===== config.mk =====
export PLATFORM = sky130hd
export DESIGN_NAME = acs_sequencer
export DESIGN_NICKNAME = d
export VERILOG_FILES = /design/src/rtl/acs_pkg.sv /design/src/rtl/acs_bus_port.sv /design/src/rtl/acs_sequencer.sv
export VERILOG_INCLUDE_DIRS = /design/src /design/src/rtl
export SDC_FILE = /design/constraint.sdc
export NUM_CORES = 1
export LEC_CHECK = 0
export BUFFER_PORTS_ARGS = -buffer_cell sky130_fd_sc_hd__buf_2
export CORE_MARGIN = 2
export CORE_UTILIZATION = 49
export CTS_CLUSTER_DIAMETER = 30
export DETAILED_ROUTE_END_ITERATION = 7
export PLACE_DENSITY = 0.75
export SYNTH_ARGS = -nofsm -noshare
export SYNTH_HDL_FRONTEND = slang
export SYNTH_HIERARCHICAL = 1
export SYNTH_SLANG_ARGS = --single-unit

===== constraint.sdc =====
create_clock -name clk -period 5.3 [get_ports clk]
set_input_delay 0.795 -clock clk [delete_from_list [all_inputs] [get_ports clk]]
set_output_delay 0.795 -clock clk [all_outputs]
set_load 0.005 [all_outputs]

===== src/rtl/acs_cfg.svh =====
// timing constants of the conversion sequencer
`ifndef ACS_CFG_SVH
`define ACS_CFG_SVH
// ******************************************************
// conversion timing
// ******************************************************
`define ACS_FIRST_RESULT_CYC   16
`define ACS_NEXT_RESULT_CYC    3
`define ACS_CLK_PERIOD_NS      100
`define ACS_FIRST_RESULT_NS    1600
`define ACS_NEXT_RESULT_NS     300
`define ACS_DONE_PULSE_MIN_NS  80
`define ACS_ACQ_MIN_NS         160
`define ACS_ACQ_MAX_NS         100000
`define ACS_SEQUENCE_DONE_PULSE_MAX_NS        250000
`endif


===== src/rtl/acs_pkg.sv =====
// types shared by the conversion sequencer
package acs_pkg;
    typedef enum logic [1:0] {
        ACS_IDLE,
        ACS_ACQ,
        ACS_CONV
    } acs_state_t;
endpackage


===== src/rtl/acs_bus_port.sv =====
// data bus gating: strobe combination and output enable
`timescale 1ns/1ns
`include "acs_cfg.svh"
module acs_bus_port
    import acs_pkg::*;
#(
    parameter int DW = 14
) (
    input  wire logic          clk,
    input  wire logic          rst,
    input  wire logic          cs_n,
    input  wire logic          rd_n,
    input  wire logic          wr_n,
    input  wire logic [DW-1:0] result,
    input  wire logic [DW-1:0] data_in,
    output logic      [DW-1:0] data_out,
    output logic               data_oe_n,
    output logic               wr_pulse,
    output logic      [DW-1:0] wr_data
);
    // ******************************************************
    // strobe combination
    // ******************************************************
    // chip select and strobe are simply anded, no ordering needed
    wire rd_act = !cs_n && !rd_n; // RQ6
    wire wr_act = !cs_n && !wr_n; // RQ6
    logic wr_act_reg;

    // registered drive, released on the next clock edge after either strobe rises
    always_ff @(posedge clk or posedge rst) begin
        if (rst) begin
            data_out   <= '0;
            data_oe_n  <= 1'b1;
            wr_act_reg <= 1'b0;
            wr_pulse   <= 1'b0;
            wr_data    <= '0;
        end else begin
            data_out   <= result;
            data_oe_n  <= !rd_act; // RQ11
            wr_act_reg <= wr_act;
            wr_pulse   <= wr_act && !wr_act_reg; // RQ6
            if (wr_act && !wr_act_reg) begin
                wr_data <= data_in;
            end
        end
    end

    bus_drive_a: assert property (@(posedge clk) disable iff (rst) // RQ11
        !data_oe_n |-> $past(!cs_n && !rd_n))
        else $error("bus driven without select and read");
    bus_release_a: assert property (@(posedge clk) disable iff (rst) // RQ11
        (cs_n || rd_n) |=> data_oe_n)
        else $error("bus not released");
    wr_edge_a: assert property (@(posedge clk) disable iff (rst) // RQ6
        $rose(!cs_n && !wr_n) |=> wr_pulse ##1 !wr_pulse)
        else $error("write strobe not combined");
    rd_cov_c: cover property (@(posedge clk) disable iff (rst) !data_oe_n);
endmodule


===== src/rtl/acs_sequencer.sv =====
// conversion sequencer: acquisition, result timing and done strobes
`timescale 1ns/1ns
`include "acs_cfg.svh"
// Notes on behaviour
// RQ1 - external clock: first result sixteen clocks after start rises
// RQ2 - external clock: each further result three clocks after the previous
// RQ3 - done strobe one clock per result; internal clock pulse at least 80 ns
// RQ4 - host holds start low 0.16 to 100 microseconds
// RQ5 - conversion logic acts only on rising external clock edges; with select high the code advances on every clk instead
// RQ6 - chip select anded with read and with write strobes
// RQ7 - host keeps start-fall to last-done-fall within 0.25 ms
// RQ8 - host gives first clock within 10 us of start rise, at least 100 kHz
// RQ9 - select high uses internal clock, low uses external clock
// RQ10 - last-done strobe comes with the final channel's done pulse
// RQ11 - data bus driven only while chip select and read are low; the enable is registered, so drive ends at the clock edge after either rises
module acs_sequencer
    import acs_pkg::*;
#(
    parameter int NCH = 8,
    parameter int DW  = 14
) (
    input  wire logic          clk,
    input  wire logic          rst,
    input  wire logic          sample_start_n,
    input  wire logic          ext_conv_clk,
    input  wire logic          clock_source_select,
    input  wire logic          power_down_input,
    input  wire logic [NCH-1:0] channel_enable,
    input  wire logic [NCH*DW-1:0] sample_in,
    input  wire logic          cs_n,
    input  wire logic          rd_n,
    input  wire logic          wr_n,
    input  wire logic [DW-1:0] data_in,
    output logic      [DW-1:0] data_out,
    output logic               data_oe_n,
    output logic               conv_done_pulse,
    output logic               sequence_done_pulse,
    output logic               wr_pulse,
    output logic      [DW-1:0] wr_data
);
    localparam int CW = 8;
    localparam int FIRST_INT =
        (`ACS_FIRST_RESULT_NS + `ACS_CLK_PERIOD_NS - 1) / `ACS_CLK_PERIOD_NS;
    localparam int NEXT_INT =
        (`ACS_NEXT_RESULT_NS + `ACS_CLK_PERIOD_NS - 1) / `ACS_CLK_PERIOD_NS;
    localparam int PULSE_INT =
        (`ACS_DONE_PULSE_MIN_NS + `ACS_CLK_PERIOD_NS - 1) / `ACS_CLK_PERIOD_NS;

    acs_state_t     state_reg;
    acs_state_t     state_next;
    logic [CW-1:0]  cnt_reg;
    logic [NCH-1:0] pend_reg;
    logic [NCH*DW-1:0] held_reg;
    logic [DW-1:0]  result_reg;
    logic           start_d_reg;
    logic           ext_d_reg;
    logic           use_int_reg;

    // ******************************************************
    // tick selection
    // ******************************************************
    // conversion advances on internal clock or external rising edges
    wire ext_rise  = ext_conv_clk && !ext_d_reg; // RQ5
    wire tick      = use_int_reg ? 1'b1 : ext_rise; // RQ9
    wire start_up  = sample_start_n && !start_d_reg;
    wire start_dn  = !sample_start_n && start_d_reg;
    wire [CW-1:0] first_cnt = use_int_reg ? CW'(FIRST_INT) : CW'(`ACS_FIRST_RESULT_CYC);
    wire [CW-1:0] next_cnt  = use_int_reg ? CW'(NEXT_INT) : CW'(`ACS_NEXT_RESULT_CYC);
    wire [CW-1:0] pulse_cnt = use_int_reg ? CW'(PULSE_INT) : CW'(1);

    // lowest pending channel, one-hot
    wire [NCH-1:0] pick    = pend_reg & (~pend_reg + NCH'(1));
    wire [NCH-1:0] rest    = pend_reg & ~pick;
    wire           result_due = (state_reg == ACS_CONV) && tick && (cnt_reg == CW'(1));
    wire           last_due   = result_due && (rest == '0);

    logic [DW-1:0] pick_data;
    always_comb begin
        pick_data = '0;
        for (int i = 0; i < NCH; i++) begin
            if (pick[i]) begin
                pick_data = held_reg[i*DW +: DW];
            end
        end
    end

    // ******************************************************
    // sequencer
    // ******************************************************
    always_comb begin
        state_next = state_reg;
        case (state_reg)
            ACS_IDLE: if (start_dn && !power_down_input) state_next = ACS_ACQ;
            ACS_ACQ:  if (start_up) state_next = (channel_enable == '0) ? ACS_IDLE : ACS_CONV;
            ACS_CONV: if (last_due) state_next = ACS_IDLE;
            default:  state_next = ACS_IDLE;
        endcase
    end

    // short pulse stretcher keeps done strobes at least 80 ns on internal clock
    logic [CW-1:0] pulse_reg;

    always_ff @(posedge clk or posedge rst) begin
        if (rst) begin
            state_reg   <= ACS_IDLE;
            start_d_reg <= 1'b1;
            ext_d_reg   <= 1'b0;
            use_int_reg <= 1'b0;
            cnt_reg     <= '0;
            pend_reg    <= '0;
            held_reg    <= '0;
            result_reg  <= '0;
        end else begin
            state_reg   <= state_next;
            start_d_reg <= sample_start_n;
            ext_d_reg   <= ext_conv_clk;
            if (state_reg == ACS_IDLE) begin
                use_int_reg <= clock_source_select; // RQ9
            end
            if (state_reg == ACS_ACQ && start_up) begin
                held_reg <= sample_in;
                pend_reg <= channel_enable;
                cnt_reg  <= first_cnt; // RQ1
            end else if (result_due) begin
                result_reg <= pick_data;
                pend_reg   <= rest;
                cnt_reg    <= next_cnt; // RQ2
            end else if (state_reg == ACS_CONV && tick) begin
                cnt_reg <= cnt_reg - CW'(1);
            end
        end
    end

    // done strobes, one per result, last one marks sequence end
    always_ff @(posedge clk or posedge rst) begin
        if (rst) begin
            pulse_reg           <= '0;
            conv_done_pulse     <= 1'b0;
            sequence_done_pulse <= 1'b0;
        end else if (result_due) begin
            pulse_reg           <= pulse_cnt - CW'(1);
            conv_done_pulse     <= 1'b1; // RQ3
            sequence_done_pulse <= last_due; // RQ10
        end else if (pulse_reg != '0) begin
            pulse_reg <= pulse_reg - CW'(1);
        end else begin
            conv_done_pulse     <= 1'b0; // RQ3
            sequence_done_pulse <= 1'b0;
        end
    end

    // ******************************************************
    // bus gating
    // ******************************************************
    // result reaches the bus with its done strobe, not one clock later
    wire [DW-1:0] result_now = result_due ? pick_data : result_reg; // RQ1 RQ2

    acs_bus_port #(.DW(DW)) u_acs_bus_port (
        .clk       (clk),
        .rst       (rst),
        .cs_n      (cs_n),
        .rd_n      (rd_n),
        .wr_n      (wr_n),
        .result    (result_now),
        .data_in   (data_in),
        .data_out  (data_out),
        .data_oe_n (data_oe_n),
        .wr_pulse  (wr_pulse),
        .wr_data   (wr_data)
    );

    // ******************************************************
    // checks
    // ******************************************************
    first_delay_a: assert property (@(posedge clk) disable iff (rst) // RQ1
        (state_reg == ACS_ACQ && start_up && !use_int_reg) |=> cnt_reg == CW'(16))
        else $error("first result delay wrong");
    next_delay_a: assert property (@(posedge clk) disable iff (rst) // RQ2
        (result_due && !last_due && !use_int_reg) |=> cnt_reg == CW'(3))
        else $error("next result delay wrong");
    ext_pulse_a: assert property (@(posedge clk) disable iff (rst) // RQ3
        (result_due && !use_int_reg) |=> conv_done_pulse ##1 !conv_done_pulse)
        else $error("done pulse not one clock");
    int_pulse_a: assert property (@(posedge clk) disable iff (rst) // RQ3
        (result_due && use_int_reg) |=> conv_done_pulse ##1 !conv_done_pulse)
        else $error("internal done pulse wrong");
    rise_only_a: assert property (@(posedge clk) disable iff (rst) // RQ5
        (state_reg == ACS_CONV && !use_int_reg && !ext_rise) |=> $stable(cnt_reg))
        else $error("count moved without rising edge");
    src_sel_a: assert property (@(posedge clk) disable iff (rst) // RQ9
        (state_reg == ACS_IDLE) |=> use_int_reg == $past(clock_source_select))
        else $error("clock source not followed");
    last_with_done_a: assert property (@(posedge clk) disable iff (rst) // RQ10
        sequence_done_pulse |-> conv_done_pulse)
        else $error("last strobe without done strobe");
    last_end_a: assert property (@(posedge clk) disable iff (rst) // RQ10
        last_due |=> sequence_done_pulse && state_reg == ACS_IDLE)
        else $error("sequence end not flagged");
    // result word and strobe pairing, channel bookkeeping
    result_data_a: assert property (@(posedge clk) disable iff (rst) // RQ1
        result_due |=> data_out == $past(pick_data))
        else $error("result word not with its strobe");
    done_source_a: assert property (@(posedge clk) disable iff (rst) // RQ3
        $rose(conv_done_pulse) |-> $past(result_due))
        else $error("done strobe without a result");
    chan_latch_a: assert property (@(posedge clk) disable iff (rst) // RQ2
        (state_reg == ACS_ACQ && start_up) |=> pend_reg == $past(channel_enable))
        else $error("channel set not latched");
    int_count_a: assert property (@(posedge clk) disable iff (rst) // RQ9
        (state_reg == ACS_CONV && use_int_reg && !result_due)
        |=> cnt_reg == $past(cnt_reg) - CW'(1))
        else $error("internal clock not counting");
    last_empty_a: assert property (@(posedge clk) disable iff (rst) // RQ10
        sequence_done_pulse |-> pend_reg == '0)
        else $error("channels left at sequence end");
    seq_cov_c: cover property (@(posedge clk) disable iff (rst) sequence_done_pulse);
    pd_cov_c: cover property (@(posedge clk) disable iff (rst)
        state_reg == ACS_IDLE && start_dn && power_down_input);
    ext_cov_c: cover property (@(posedge clk) disable iff (rst)
        result_due && !use_int_reg);
    int_cov_c: cover property (@(posedge clk) disable iff (rst)
        result_due && use_int_reg);
endmodule


==> summary.md, run 1 <==
The area share of and/or/nand/nor cells after synthesis is 0.2103. The cell count after synthesis came out at 895. The run gives 0 as the number of remaining DRC errors. Remaining global-route overflow: 0. The flip-flop count of the largest register, all copies and words added came out at 112. Setup repair after global routing left no endpoint under its margin. The critical path in this run is classified as flop to flop.

The clock arrives with 8.003 ps of skew. The clock tree synthesis step divided the H-tree into 4 levels. The worst hold path belongs to the class flop to flop.

The analysis attributes to cell leakage a power of 4.861 nW. TritonCTS built the clock tree. Dividing the detail-routed wire length by the instance count gives 16.56 um. The final-report setup violation count was 0; the normalized max-slew margin was 0.2416.

For the number of antenna violations at the first check in global routing, the log shows 0. After routing the design area is 9843 um^2. The row count was 47. After synthesis the cells add up to 8318 um^2. The final total negative setup slack came out at 0 ps. The kind of end point of the critical path was a flop. The instance area at placement was 9283 um^2. The synthesized design contains 0 enable-type register cells. Synthesis produced a netlist with a net count of 1042. The reported max-cap violation count is 0. The shortest clock period the worst path allows after layout works out to 3249 ps. Across all register-to-register paths, the minimum setup slack is 2050 ps.

Counting cells, the worst reg-to-reg path comes to 4. The async set-reset flop share out of synthesis is 1.000, and the buffer levels on the longest clock path is 2. The detail route stage leaves a number of antenna-violating nets equal to 0. The number of post-CTS setup repair buffers was 0; the total inserted antenna cells was 0. The tools report the end of the worst hold path as held_reg[19]. The cell taking the most area after synthesis was sky130_fd_sc_hd__dfrtp_1. The tools report the launch point of the worst hold path as held_reg[19]. The number of clock buffers added by TritonCTS is 17.

For this run, the number of Yosys warnings is 6. The worst hold path depth came out at 2. Each instance of the synthesized netlist takes up on average 9.294 um^2.

The worst setup path is launched from a flop. The global routing usage summed across all routing layers is 0.2429. Number of nets in the finished design: 1183. The transition time at the pin with the least slew margin was 1138 ps. Data arrives at the worst endpoint at 3540 ps. The synthesis-to-layout area growth is 18.34%, and the number of instances resized during post-cts repair is 0. The post-synthesis compound-gate area fraction is 0.1373, and the least setup slack across all paths after layout is 2051 ps. The proportion of synthesized area in mux cells is 0.02813.

By area the synthesized netlist is led by sky130_fd_sc_hd__dfrtp_1 56%, sky130_fd_sc_hd__nand2_1 16%, sky130_fd_sc_hd__a221oi_1 3.5%, sky130_fd_sc_hd__clkbuf_1 2.4%, sky130_fd_sc_hd__o21ai_1 2.3%. For the count of distinct cell types in the synthesized netlist, the log shows 56. The tools report the clock tree root buffer cell as sky130_fd_sc_hd__clkbuf_16. For the post-cts hold buffer count, the log shows 0.

In this run the critical register-to-register path is captured at u_acs_bus_port/data_out[12]. The clock-pin slew reported for the worst setup and hold paths after clock tree synthesis was 70 ps. In this run the count of I/O pins placed on the die edge is 175.

In this run the tool buffered the top-level ports with 174 buffer cells. Routability-driven placement finished with a final weighted congestion of 0.8681. The effective utilization at floorplan is 0.5016, and the data required time at the worst endpoint is 5590 ps.

The top fanout value on the critical path was 33. The startpoint identified for the worst register-to-register timing path is pend_reg[0]. The power density relative to cell area came out at 560.3 nW/um^2.

The share of the cycle needed by the critical path after routing was 0.6131; the total via count in the routed design was 6856. The largest net degree at the start of global routing came out at 158. For the total wirelength of the detailed-routed design, the log shows 20.99 mm. After detailed routing, the number of vias per cell comes to 5.407.

The share of post-route cells with drive strength above 1 was 0.2366. The die is 134.3 um tall. The run finished with clean final reports. The tools report the violation count after the first detailed-routing iteration as 717. The first global-routing pass estimated 33.84 mm of wire. The share of the synthesized netlist area taken by xor and xnor gates was 0.006318.

The synthesized-area fraction occupied by adder cells came out at 0.006017. After synthesis, the largest family of logic cells by area is simple AND/OR/NAND/NOR gates. The core region is 16580 um^2.

VDD sags by at most 0.2795 mV. The max-slew violation count came out at 0. Counting flops and latches in the post-synthesis netlist gives 188. Via count of the first global-routing pass: 6489. The clock reaches the later pin of the worst-skew pair after 430 ps. The dominant register cell in the synthesized netlist was sky130_fd_sc_hd__dfrtp_1. Counting every sink on the clock net gives 188. The tools report the count of endpoints failing hold in the final timing report as 0. The wire-length estimate of the detail-placed layout is 14.50 mm. The fraction of synthesized cell area taken by the top area cell type is 0.5596.

The die outline width works out to 134.3 um. The first detailed-routing pass ran for 6 iterations. Timing would allow up to 307.8 MHz. Share of the yosys chip area belonging to registers: 0.5659. The worst setup slack after placement is 2106 ps. The die covers 18030 um^2.
cell families (layout without fill, tap and decap cells):
| kind of cell | after synthesis | in the layout |
|---|---|---|
| AOI/OAI and AO/OA | 163 | 163 |
| adders and majority gates | 4 | 4 |
| muxes | 18 | 18 |
| xor gates and xnor gates | 6 | 6 |
| DFF | 188 | 188 |
| buffers and inverters | 93 | 246 |
| and+or+nand+nor | 423 | 423 |
placed cells by master, fill, tap and decap left out, types with 4 or more instances in the layout:
cell type                   instances
sky130_fd_sc_hd__nor4_1             7
sky130_fd_sc_hd__nand2b_1           4
sky130_fd_sc_hd__nor2_1            31
sky130_fd_sc_hd__nor2b_1            4
sky130_fd_sc_hd__and3b_1            5
sky130_fd_sc_hd__or4_1              4
sky130_fd_sc_hd__o21ai_0           27
sky130_fd_sc_hd__buf_4              5
sky130_fd_sc_hd__xnor2_1            4
sky130_fd_sc_hd__mux2_2             7
sky130_fd_sc_hd__clkbuf_16         17
sky130_fd_sc_hd__inv_1             20
sky130_fd_sc_hd__nor3_1             4
sky130_fd_sc_hd__clkinv_1          11
sky130_fd_sc_hd__o21ai_1           39
sky130_fd_sc_hd__o221ai_2          10
sky130_fd_sc_hd__nand2_1          345
sky130_fd_sc_hd__a211oi_1           7
sky130_fd_sc_hd__mux2_4             9
sky130_fd_sc_hd__clkinv_4           4
sky130_fd_sc_hd__dfrtp_1          186
sky130_fd_sc_hd__a221oi_1          33
sky130_fd_sc_hd__ha_1               4
sky130_fd_sc_hd__o22ai_1           14
sky130_fd_sc_hd__buf_2            174
sky130_fd_sc_hd__a21oi_1           13
layer usage:
metal | GRT usage | part of all wire
met3 | 0.04119 | 0.070
met4 | 0.08596 | 0.024
met1 | 0.3628 | 0.46
met2 | 0.3603 | 0.44
met5 | 0 | 0
worst max-delay path, cell delays in order, from the launching register on:
cell                       delay, ps
sky130_fd_sc_hd__dfrtp_1         710
sky130_fd_sc_hd__or4_1           960
sky130_fd_sc_hd__or4_1           940
sky130_fd_sc_hd__o221ai_1        390
sky130_fd_sc_hd__o21ai_1         100
report_power, final:
part           switching, mW  internal [mW]  leakage (nW)  total (mW)
clock network          0.546          0.662         0.267        1.21
registers              0.528           2.03          2.35        2.56
logic                   1.03          0.723          2.24        1.75
total                   2.10           3.41          4.86        5.51
layout make-up:
cell class / instances / area (um^2)
Sequential cell: 188 / 4707
Inverter: 35 / 136.4
Multi-Input combinational cell: 614 / 3236
Fill cell: 1525 / 6740
Tap cell: 220 / 275.3
Clock inverter: 12 / 117.6
Timing Repair Buffer: 180 / 928.4
Clock buffer: 19 / 442.9
cell usage after synthesis, types with 3 or more instances:
library cell	number
sky130_fd_sc_hd__clkbuf_1	53
sky130_fd_sc_hd__o21ai_1	39
sky130_fd_sc_hd__o21ai_0	27
sky130_fd_sc_hd__nand2_1	345
sky130_fd_sc_hd__nor4_1	7
sky130_fd_sc_hd__o211ai_1	3
sky130_fd_sc_hd__nor3b_1	3
sky130_fd_sc_hd__dfrtp_1	186
sky130_fd_sc_hd__or4_1	4
sky130_fd_sc_hd__a21oi_1	13
sky130_fd_sc_hd__a221oi_1	33
sky130_fd_sc_hd__nor2_1	31
sky130_fd_sc_hd__inv_1	21
sky130_fd_sc_hd__o22ai_1	14
sky130_fd_sc_hd__nand2b_1	4
sky130_fd_sc_hd__and3b_1	5
sky130_fd_sc_hd__a211oi_1	7
sky130_fd_sc_hd__inv_2	3
sky130_fd_sc_hd__nor3_1	4
sky130_fd_sc_hd__mux2_4	9
sky130_fd_sc_hd__o31ai_1	3
sky130_fd_sc_hd__nor2b_1	4
sky130_fd_sc_hd__xnor2_1	4
sky130_fd_sc_hd__o221ai_1	3
sky130_fd_sc_hd__o221ai_2	10
sky130_fd_sc_hd__clkinv_1	11
sky130_fd_sc_hd__mux2_2	7
sky130_fd_sc_hd__or3_1	3
sky130_fd_sc_hd__ha_1	4
stage by stage:
step | power [mW] | utilization | hold slack, ps | instances
2_1_floorplan | 3.696 | - | 438.5 | 895
4_1_cts | 5.511 | 0.5936 | 467.4 | 1268
6_report | 5.515 | 0.5936 | 478.3 | 1268
5_1_grt | 5.893 | 0.5936 | 473.1 | 1268
3_3_place_gp | 4.216 | 0.5598 | 455.0 | 1237
3_5_place_dp | 4.286 | 0.5598 | 464.2 | 1237
how the worst max path moves through the flow:
stage                      startpoint  depth (start not counted)                          end  slack [ps]
after floorplan                   rst                          1                   cnt_reg[0]         270
after global placement    pend_reg[0]                          4  u_acs_bus_port/data_out[12]        2190
after detailed placement  pend_reg[0]                          4               result_reg[11]        2110
after CTS                 pend_reg[0]                          4               result_reg[11]        2090
after global routing      pend_reg[0]                          4  u_acs_bus_port/data_out[12]        1900
final                     pend_reg[0]                          4  u_acs_bus_port/data_out[12]        2050
(Power assumes the default switching activity.)
==> inputs of run 2 (changes only) <==
- ABC_AREA: unset -> 1
- CORE_UTILIZATION: 49 -> 50
- PLACE_DENSITY: 0.75 -> 0.73
- clock period: 5.3 -> 3.1 ns (I/O delays scaled with it)
==> run 2 against run 1 <==
Net effect: sequential power increased by 53%; final cell count increased by 16%; non-clock buffer count unchanged; synthesized area increased by 3.9%; utilization increased by 0.22 points; sequential share of layout area decreased by 1.7 points; critical endpoint is now u_acs_bus_port/data_out[8].
==> summary.md, run 2 <==
The flow ran to the end, and the final reports show no timing, DRC or antenna violations. For the wire length of the first global-routing pass, the log shows 33.66 mm (-0.55%). The mean area per synthesized cell was 7.946 um^2 (-14%).

Net switching component of the power: 3.020 mW (+44%). By instance count, the leading cell after synthesis is sky130_fd_sc_hd__nand2_1. The tools report the iteration count of the initial detailed-routing pass as 5 (-1).

In the synthesized netlist the dominant register cell turns out to be sky130_fd_sc_hd__dfrtp_1. The share of the yosys chip area belonging to registers was 0.5444 (-0.02146). The count of endpoints failing hold in the final timing report was 0 (unchanged). In the layout the commonest cells are 441 x sky130_fd_sc_hd__nand2_1, 186 x sky130_fd_sc_hd__dfrtp_1, 174 x sky130_fd_sc_hd__buf_2.

The tools report the number of post-CTS setup repair buffers as 0 (unchanged). The logs give 4 (unchanged) for the number of levels the H-tree was split into and 3273 um^2 (+1.2%) for the multi-input logic area. Number of antenna violations at the first check in global routing: 0 (unchanged).

The transition time at the pin with the least slew margin came out at 741.9 ps (-395.7 ps). The routed wire length per instance came out at 14.17 um (-14%). For the max-slew violation count, the log shows 0 (unchanged). The area of the core region is 17120 um^2 (+3.2%). The internal power component is 5.308 mW (+56%), and the global routing usage summed across all routing layers is 0.2370 (-0.005802). The run gives 428 (-40%) as the violation count after the first detailed-routing iteration. The run gives 175 (unchanged) as the boundary pin count. TritonCTS built the clock tree.

The async set-reset flop share out of synthesis works out to 1.000 (unchanged). Leaving out fill and tap cells, the most frequent cell in the layout is sky130_fd_sc_hd__nand2_1. The clock-pin slew reported for the worst setup and hold paths after clock tree synthesis was 70 ps (about the same).

The run gives 1235 (+19%) as the total nets after synthesis. The largest net degree at the start of global routing came out at 162 (+2.5%). For the buffer levels on the longest clock path, the log shows 2 (unchanged).

The total inserted antenna cells was 0 (unchanged); the count of state elements after synthesis was 188 (unchanged). The cell sitting at the root of the clock tree is a sky130_fd_sc_hd__clkbuf_16. Ranked by instance count, the synthesized netlist is headed by 441 x sky130_fd_sc_hd__nand2_1, 186 x sky130_fd_sc_hd__dfrtp_1, 113 x sky130_fd_sc_hd__nor2_1. The flip-flop count of the largest register, all copies and words added came out at 112 (unchanged). The kind of launch point of the worst setup path is a flop.

The number of nets in the finished design was 1386 (+17%); the total clock buffers created by CTS was 17 (unchanged). The number of routed nets with antenna violations was 0 (unchanged); the data required time at the worst endpoint was 3420 ps (-2170 ps). In this run the worst hold path is classified as primary input to async pin.

Setup repair after global routing left no endpoint under its margin. The area used by sequential logic in the layout is 4707 um^2 (unchanged). The largest vdd supply drop is 0.4360 mV (+56%). The logs give 8646 um^2 (+3.9%) for the area of the mapped netlist and 447.8 MHz (+45%) for the achievable clock frequency.

Post-synthesis instance total: 1088 (+22%). The clock skew was 7.617 ps (-0.3866 ps); the fraction of synthesized cell area taken by the top area cell type was 0.5384 (-0.02122). The tools report the share of total power in combinational logic as 0.272 (-0.046).

The via count of the first global-routing pass came out at 6747 (+4.0%). For the post-cts hold buffer count, the log shows 0 (unchanged). The final total negative setup slack came out at 0 ps (unchanged).

Number of buffers inserted by port buffering: 174 (unchanged). The height of the die works out to 135.5 um (+0.90%). Share of post-route cells with drive strength above 1: 0.1965 (-0.04016). The total via count in the routed design was 7283 (+6.2%); the normalized max-slew margin was 0.5047 (+0.2631). The tools report the remaining global-route overflow as 0 (unchanged). The run gives 0.470 (+0.007) as the sequential group share of total power. The number of enable-type register cells in the synthesized netlist is 0 (unchanged), and the count of distinct cell types in the synthesized netlist is 35 (-38%).

The final-report setup violation count was 0 (unchanged); the row count was 48 (+2.1%). The reported max-cap violation count was 0 (unchanged); the utilization of the core after routing was 0.5958 (+0.002203). The run gives 6 (unchanged) as the Yosys warning count. The later-pin clock latency in the skew report came out at 440 ps (about the same).

The number of sinks driven by the clock tree was 188 (unchanged); the static leakage power was 5.757 nW (+18%). The power density relative to cell area was 816.7 nW/um^2 (+46%); the power share of the clock group was 0.259 (+0.040). Routability congestion estimate from global placement: 0.8694 (+0.15%).

The run gives 14.96 mm (+3.2%) as the estimated wirelength of the detail-placed design. Critical path data arrival time: 2560 ps (-980 ps). The critical path in this run is classified as flop to flop. In the post-synthesis netlist, the biggest area contributors are sky130_fd_sc_hd__dfrtp_1 54%, sky130_fd_sc_hd__nand2_1 19%, sky130_fd_sc_hd__nor2_1 4.9%, sky130_fd_sc_hd__inv_1 4.3%, sky130_fd_sc_hd__o21ai_0 3.5%. Compared with the post-synthesis result, the final layout area differs by 17.95%.

The tools report the filler cell count in the final layout as 1537 (+0.79%). The top fanout value on the critical path is 22 (-33%). The largest total area in the synthesized netlist belongs to sky130_fd_sc_hd__dfrtp_1. The number of remaining DRC errors is 0 (unchanged), and the switching portion of total power is 0.3627 (-0.01852). The worst setup path is captured at a flop. The share of the cycle needed by the critical path after routing works out to 0.7204 (+0.1073). The average vias per placed instance was 4.931 (-8.8%). The total wirelength of the detailed-routed design is 20.94 mm (-0.28%), and the number of instances resized during post-cts repair is 0 (unchanged). The area of the die is 18360 um^2 (+1.8%), and the shortest clock period the worst path allows after layout is 2233 ps (-1016 ps). Die outline width: 135.5 um (+0.90%). The run gives 0.5051 (+0.003533) as the effective utilization at floorplan.
run 2: cell count changes in the layout (fill, tap and decap cells not counted), sizes merged, moves of 12 or more:
| cell | change |
|---|---|
| nand2 | +102 |
| nand3 | +52 |
| o22ai | -12 |
| o221ai | -12 |
| a221oi | -33 |
| inv | +84 |
| nor2 | +87 |
| nand4 | +22 |
| clkinv | -14 |
| mux2 | -16 |
run 2: logic make-up (layout without fill, tap and decap cells):
kind of cell | after synthesis | after routing | share of synthesized area
compound gates | 93 | 93 | 0.06122
fa+ha+maj | 4 | 4 | 0.005789
xor+xnor | 3 | 3 | 0.003040
simple gates | 647 | 647 | 0.3085
buf+inv | 153 | 317 | 0.07699
flops | 188 | 188 | 0.5444
run 2: area by class of cell:
| class | count | area share |
|---|---|---|
| Inverter | 105 | 0.03902 |
| Clock buffer | 19 | 0.04442 |
| Clock inverter | 13 | 0.01288 |
| Multi-Input combinational cell | 747 | 0.3210 |
| Tap cell | 225 | 0.02761 |
| Sequential cell | 188 | 0.4616 |
| Timing Repair Buffer | 180 | 0.09350 |
run 2: path summary, 6_finish.rpt:
| kind | startpoint | end | slack [ps] | cells past startpoint |
|---|---|---|---|---|
| max in group asynchronous | rst | u_acs_bus_port/data_oe_n | 2190 | 3 |
| worst min register to register | u_acs_bus_port/wr_data[1] | u_acs_bus_port/wr_data[1] | 470 | 2 |
| worst max-delay path | pend_reg[1] | u_acs_bus_port/data_out[8] | 870 | 9 |
| worst max register to register | pend_reg[1] | u_acs_bus_port/data_out[8] | 870 | 9 |
| min in group clk | sample_start_n | start_d_reg | 140 | 1 |
| worst min-delay path | rst | pulse_reg[1] | 60 | 2 |
run 2: per-stage QoR:
stage                     instances  hold WS [ps]  total power, mW  worst slack, ps  instance area (um^2)
after floorplan                1088         436.7            5.439            648.9                  8650
after global placement         1445         449.5            6.114            958.3                  9613
after detailed placement       1445         453.6            6.191            916.2                  9613
after CTS                      1477         53.90            8.370            878.5                 10200
after global routing           1477         66.79            8.906            723.4                 10200
final                          1477         59.17            8.328            866.8                 10200
run 2: worst max-delay path, cell delays in order, from the launching register on:
cell and delay (ps):
sky130_fd_sc_hd__dfrtp_1 750, sky130_fd_sc_hd__nor2_8 160, sky130_fd_sc_hd__nand2_1 400, sky130_fd_sc_hd__nor2_1 70, sky130_fd_sc_hd__nor2_1 200, sky130_fd_sc_hd__nand3_1 100, sky130_fd_sc_hd__nor2_1 220, sky130_fd_sc_hd__nand2_1 80
sky130_fd_sc_hd__nand2_1 80, sky130_fd_sc_hd__nand2_1 60
run 2: layer usage:
metal  share of wire  global-route usage  vias to the layer above
met4           0.021             0.07581                        0
met3           0.050             0.04639                       34
li1                -                   -                     3656
met5               0                   0                        -
met1            0.45              0.3302                     3377
met2            0.47              0.3776                      216
run 2: power by group through the flow:
stage          Sequential [mW]  Combinational, mW  Clock, mW
2_1_floorplan             3.72               1.72          0
3_3_place_gp              3.93               2.19          0
3_5_place_dp              3.94               2.25          0
4_1_cts                   3.90               2.28       2.19
5_1_grt                   4.01               2.61       2.29
6_report                  3.91               2.26       2.15
==> inputs of run 3 (changes only) <==
- clock period: 3.1 -> 2.2 ns (I/O delays scaled with it)
==> run 3 against run 2 <==
Net effect: final cell count grew 1.0%; utilization up 0.82 points; critical endpoint is now u_acs_bus_port/data_out[5]; critical path type unchanged; maximum frequency is 17% higher; design area is 1.4% higher.
==> summary.md, run 3 (synthesized netlist as in run 2, its figures left out) <==
The run gives 21.57 mm (+3.0%) as the total wirelength of the detailed-routed design. The number of remaining DRC errors is 0 (unchanged), and the flip-flop count of the largest register, all copies and words added is 112 (unchanged). The total inserted antenna cells is 0 (unchanged), and the clock skew is 8.503 ps (+0.8865 ps).

The tools report the area of the die as 18360 um^2 (unchanged). The run gives 30.00 ps (-29.17 ps) as the final-layout worst hold slack. Setup repair after global routing left no endpoint under its margin.

The area used by sequential logic in the layout is 4707 um^2 (unchanged). Boundary pin count: 175 (unchanged). The logs give 0.3460 (+0.01582) for the met1 demand-to-capacity share in global routing and 15.77 mm (+5.4%) for the estimated wirelength of the detail-placed design. The average vias per placed instance was 4.988 (+1.2%). The logs give 0 (unchanged) for the count of endpoints failing hold in the final timing report and 1578 (+2.7%) for the filler cell count in the final layout.

The total design power came out at 11.81 mW (+42%). The transition time at the pin with the least slew margin was 491.2 ps (-250.7 ps). For the via count of the first global-routing pass, the log shows 7085 (+5.0%). The largest vdd supply drop was 0.6512 mV (+49%); the multi-input logic area was 3273 um^2 (unchanged).

The kind of launch point of the worst setup path is a flop. The normalized max-slew margin was 0.6722 (+0.1675). The achievable clock frequency is 525.2 MHz (+17%), and the met2 track utilization from global routing is 0.3911 (+0.01354). The routability congestion estimate from global placement is 0.8401 (-3.4%), and the critical path data arrival time is 2220 ps (-340 ps). The tools report the number of antenna violations at the first check in global routing as 0 (unchanged). In this design, the critical path's most frequently occurring cell is sky130_fd_sc_hd__nand2_1. The number of buffers inserted by port buffering works out to 174 (unchanged).

The logs give 0 (unchanged) for the number of instances resized during post-cts repair and 17 (unchanged) for the total clock buffers created by CTS. The run gives 2520 ps (-900 ps) as the data required time at the worst endpoint. The number of levels the H-tree was split into is 4 (unchanged), and the synthesis-to-layout area growth is 19.57%. The shortest clock period the worst path allows after layout works out to 1904 ps (-329.3 ps).

Layer with the highest usage after global routing: met2. The run gives 91 (-44%) as the largest net degree at the start of global routing. The most common library cell in the layout ignoring fill and taps is sky130_fd_sc_hd__nand2_1. The tools report the violation count after the first detailed-routing iteration as 575 (+34%).

The logs give 48 (unchanged) for the row count and 0 ps (unchanged) for the final total negative setup slack. The final-report setup violation count was 0 (unchanged); the later-pin clock latency in the skew report was 430 ps (about the same). The clock tree root buffer cell was sky130_fd_sc_hd__clkbuf_16. The static leakage power came out at 5.838 nW (+1.4%). The critical path start-end classification is flop to flop. The run gives 0.2473 (+0.01023) as the global routing usage summed across all routing layers. The number of nets in the finished design came out at 1401 (+1.1%). The flow ran to the end, and the final reports show no timing, DRC or antenna violations. Leaving out fill and tap cells, the most frequent cells in the layout are 441 x sky130_fd_sc_hd__nand2_1, 186 x sky130_fd_sc_hd__dfrtp_1, 174 x sky130_fd_sc_hd__buf_2. The worst setup path is captured at a flop. The clock-pin slew reported for the worst setup and hold paths after clock tree synthesis is 70 ps (about the same), and the routed wire length per instance is 14.46 um (+2.0%). TritonCTS built the clock tree. The tools report the area of the core region as 17120 um^2 (unchanged). The tools report the buffer levels on the longest clock path as 2 (unchanged).

The share of post-route cells with drive strength above 1 is 0.2028 (+0.006356). The power density relative to cell area works out to 1143 nW/um^2 (+40%). The number of sinks driven by the clock tree was 188 (unchanged).

In this run the worst hold path is classified as primary input to flop. The remaining global-route overflow was 0 (unchanged). The share of the cycle needed by the critical path after routing came out at 0.8654 (+0.1450). The effective utilization at floorplan was 0.5051 (unchanged).

The reported max-cap violation count was 0 (unchanged); the max-slew violation count was 0 (unchanged). The critical path goes through nor2_8 > nand2_1 > nor2_1 > nor2_1 > nand3_1 > nor2_1 > nand2_1 > nand2_1 > nand2_1. The logs give 5 (unchanged) for the iteration count of the initial detailed-routing pass and 0 (unchanged) for the number of routed nets with antenna violations. The die outline width was 135.5 um (unchanged).

The tools report the utilization of the core after routing as 0.6039 (+0.008187). The worst setup slack after placement was 366.0 ps (-550.2 ps); the height of the die was 135.5 um (unchanged). The critical path's largest stage delay was 510 ps (-240 ps).

Slowest stage cell on the critical path: sky130_fd_sc_hd__dfrtp_1. The top fanout value on the critical path is 14 (-36%). The tools report the met3 layer usage reported by global route as 0.03891 (-0.007482). The logs give 7442 (+2.2%) for the total via count in the routed design and 35.14 mm (+4.4%) for the wire length of the first global-routing pass. The run gives 296.1 ps (-570.7 ps) as the least setup slack across all paths after layout.
run 3: metrics by stage:
stage / area (um^2) / std cells
finish: 10340 / 1492
floorplan: 8650 / 1088
global placement: 9723 / 1458
CTS: 10340 / 1492
detailed placement: 9723 / 1458
global route: 10340 / 1492
run 3: path summary, 6_finish.rpt:
| path | startpoint | depth (start not counted) | slack (ps) | end |
|---|---|---|---|---|
| worst min-delay path | ext_conv_clk | 1 | 30 | ext_d_reg |
| min in group asynchronous | rst | 3 | 430 | pend_reg[3] |
| worst max register to register | pend_reg[0] | 9 | 300 | u_acs_bus_port/data_out[5] |
| worst min register to register | u_acs_bus_port/wr_data[3] | 2 | 470 | u_acs_bus_port/wr_data[3] |
| max in group asynchronous | rst | 4 | 1050 | held_reg[87] |
| worst max-delay path | pend_reg[0] | 9 | 300 | u_acs_bus_port/data_out[5] |
run 3: where the power goes:
part           switching (mW)  internal, mW
Sequential              0.716          4.72
Combinational            2.12          1.17
Clock                    1.34          1.75
Total                    4.18          7.64
run 3: per-layer routing:
metal	vias to the layer above	routed length, um	part of all wire
met1	3466	9653	0.45
met5	-	0	0
met2	246	10240	0.47
met4	0	530	0.025
li1	3692	-	-
met3	38	1147	0.053
run 3: final cells by class:
cell class,instances,area share
timing repair buffer,195,0.1048
clock buffer,21,0.04454
sequential,188,0.4553
clock inverter,11,0.01295
inverter,105,0.03849
tap,225,0.02723
multi-input combinational,747,0.3166
run 3: what timing repair did:
action	CTS	global route
buffers inserted	0	0
hold endpoints to repair	9	0
hold buffers	2	0
run 3: critical path, delay by kind of cell (launching register included):
| family | cells | cell delay (ps) |
|---|---|---|
| flip-flops | 1 | 510 |
| AND/OR/NAND/NOR | 9 | 1280 |
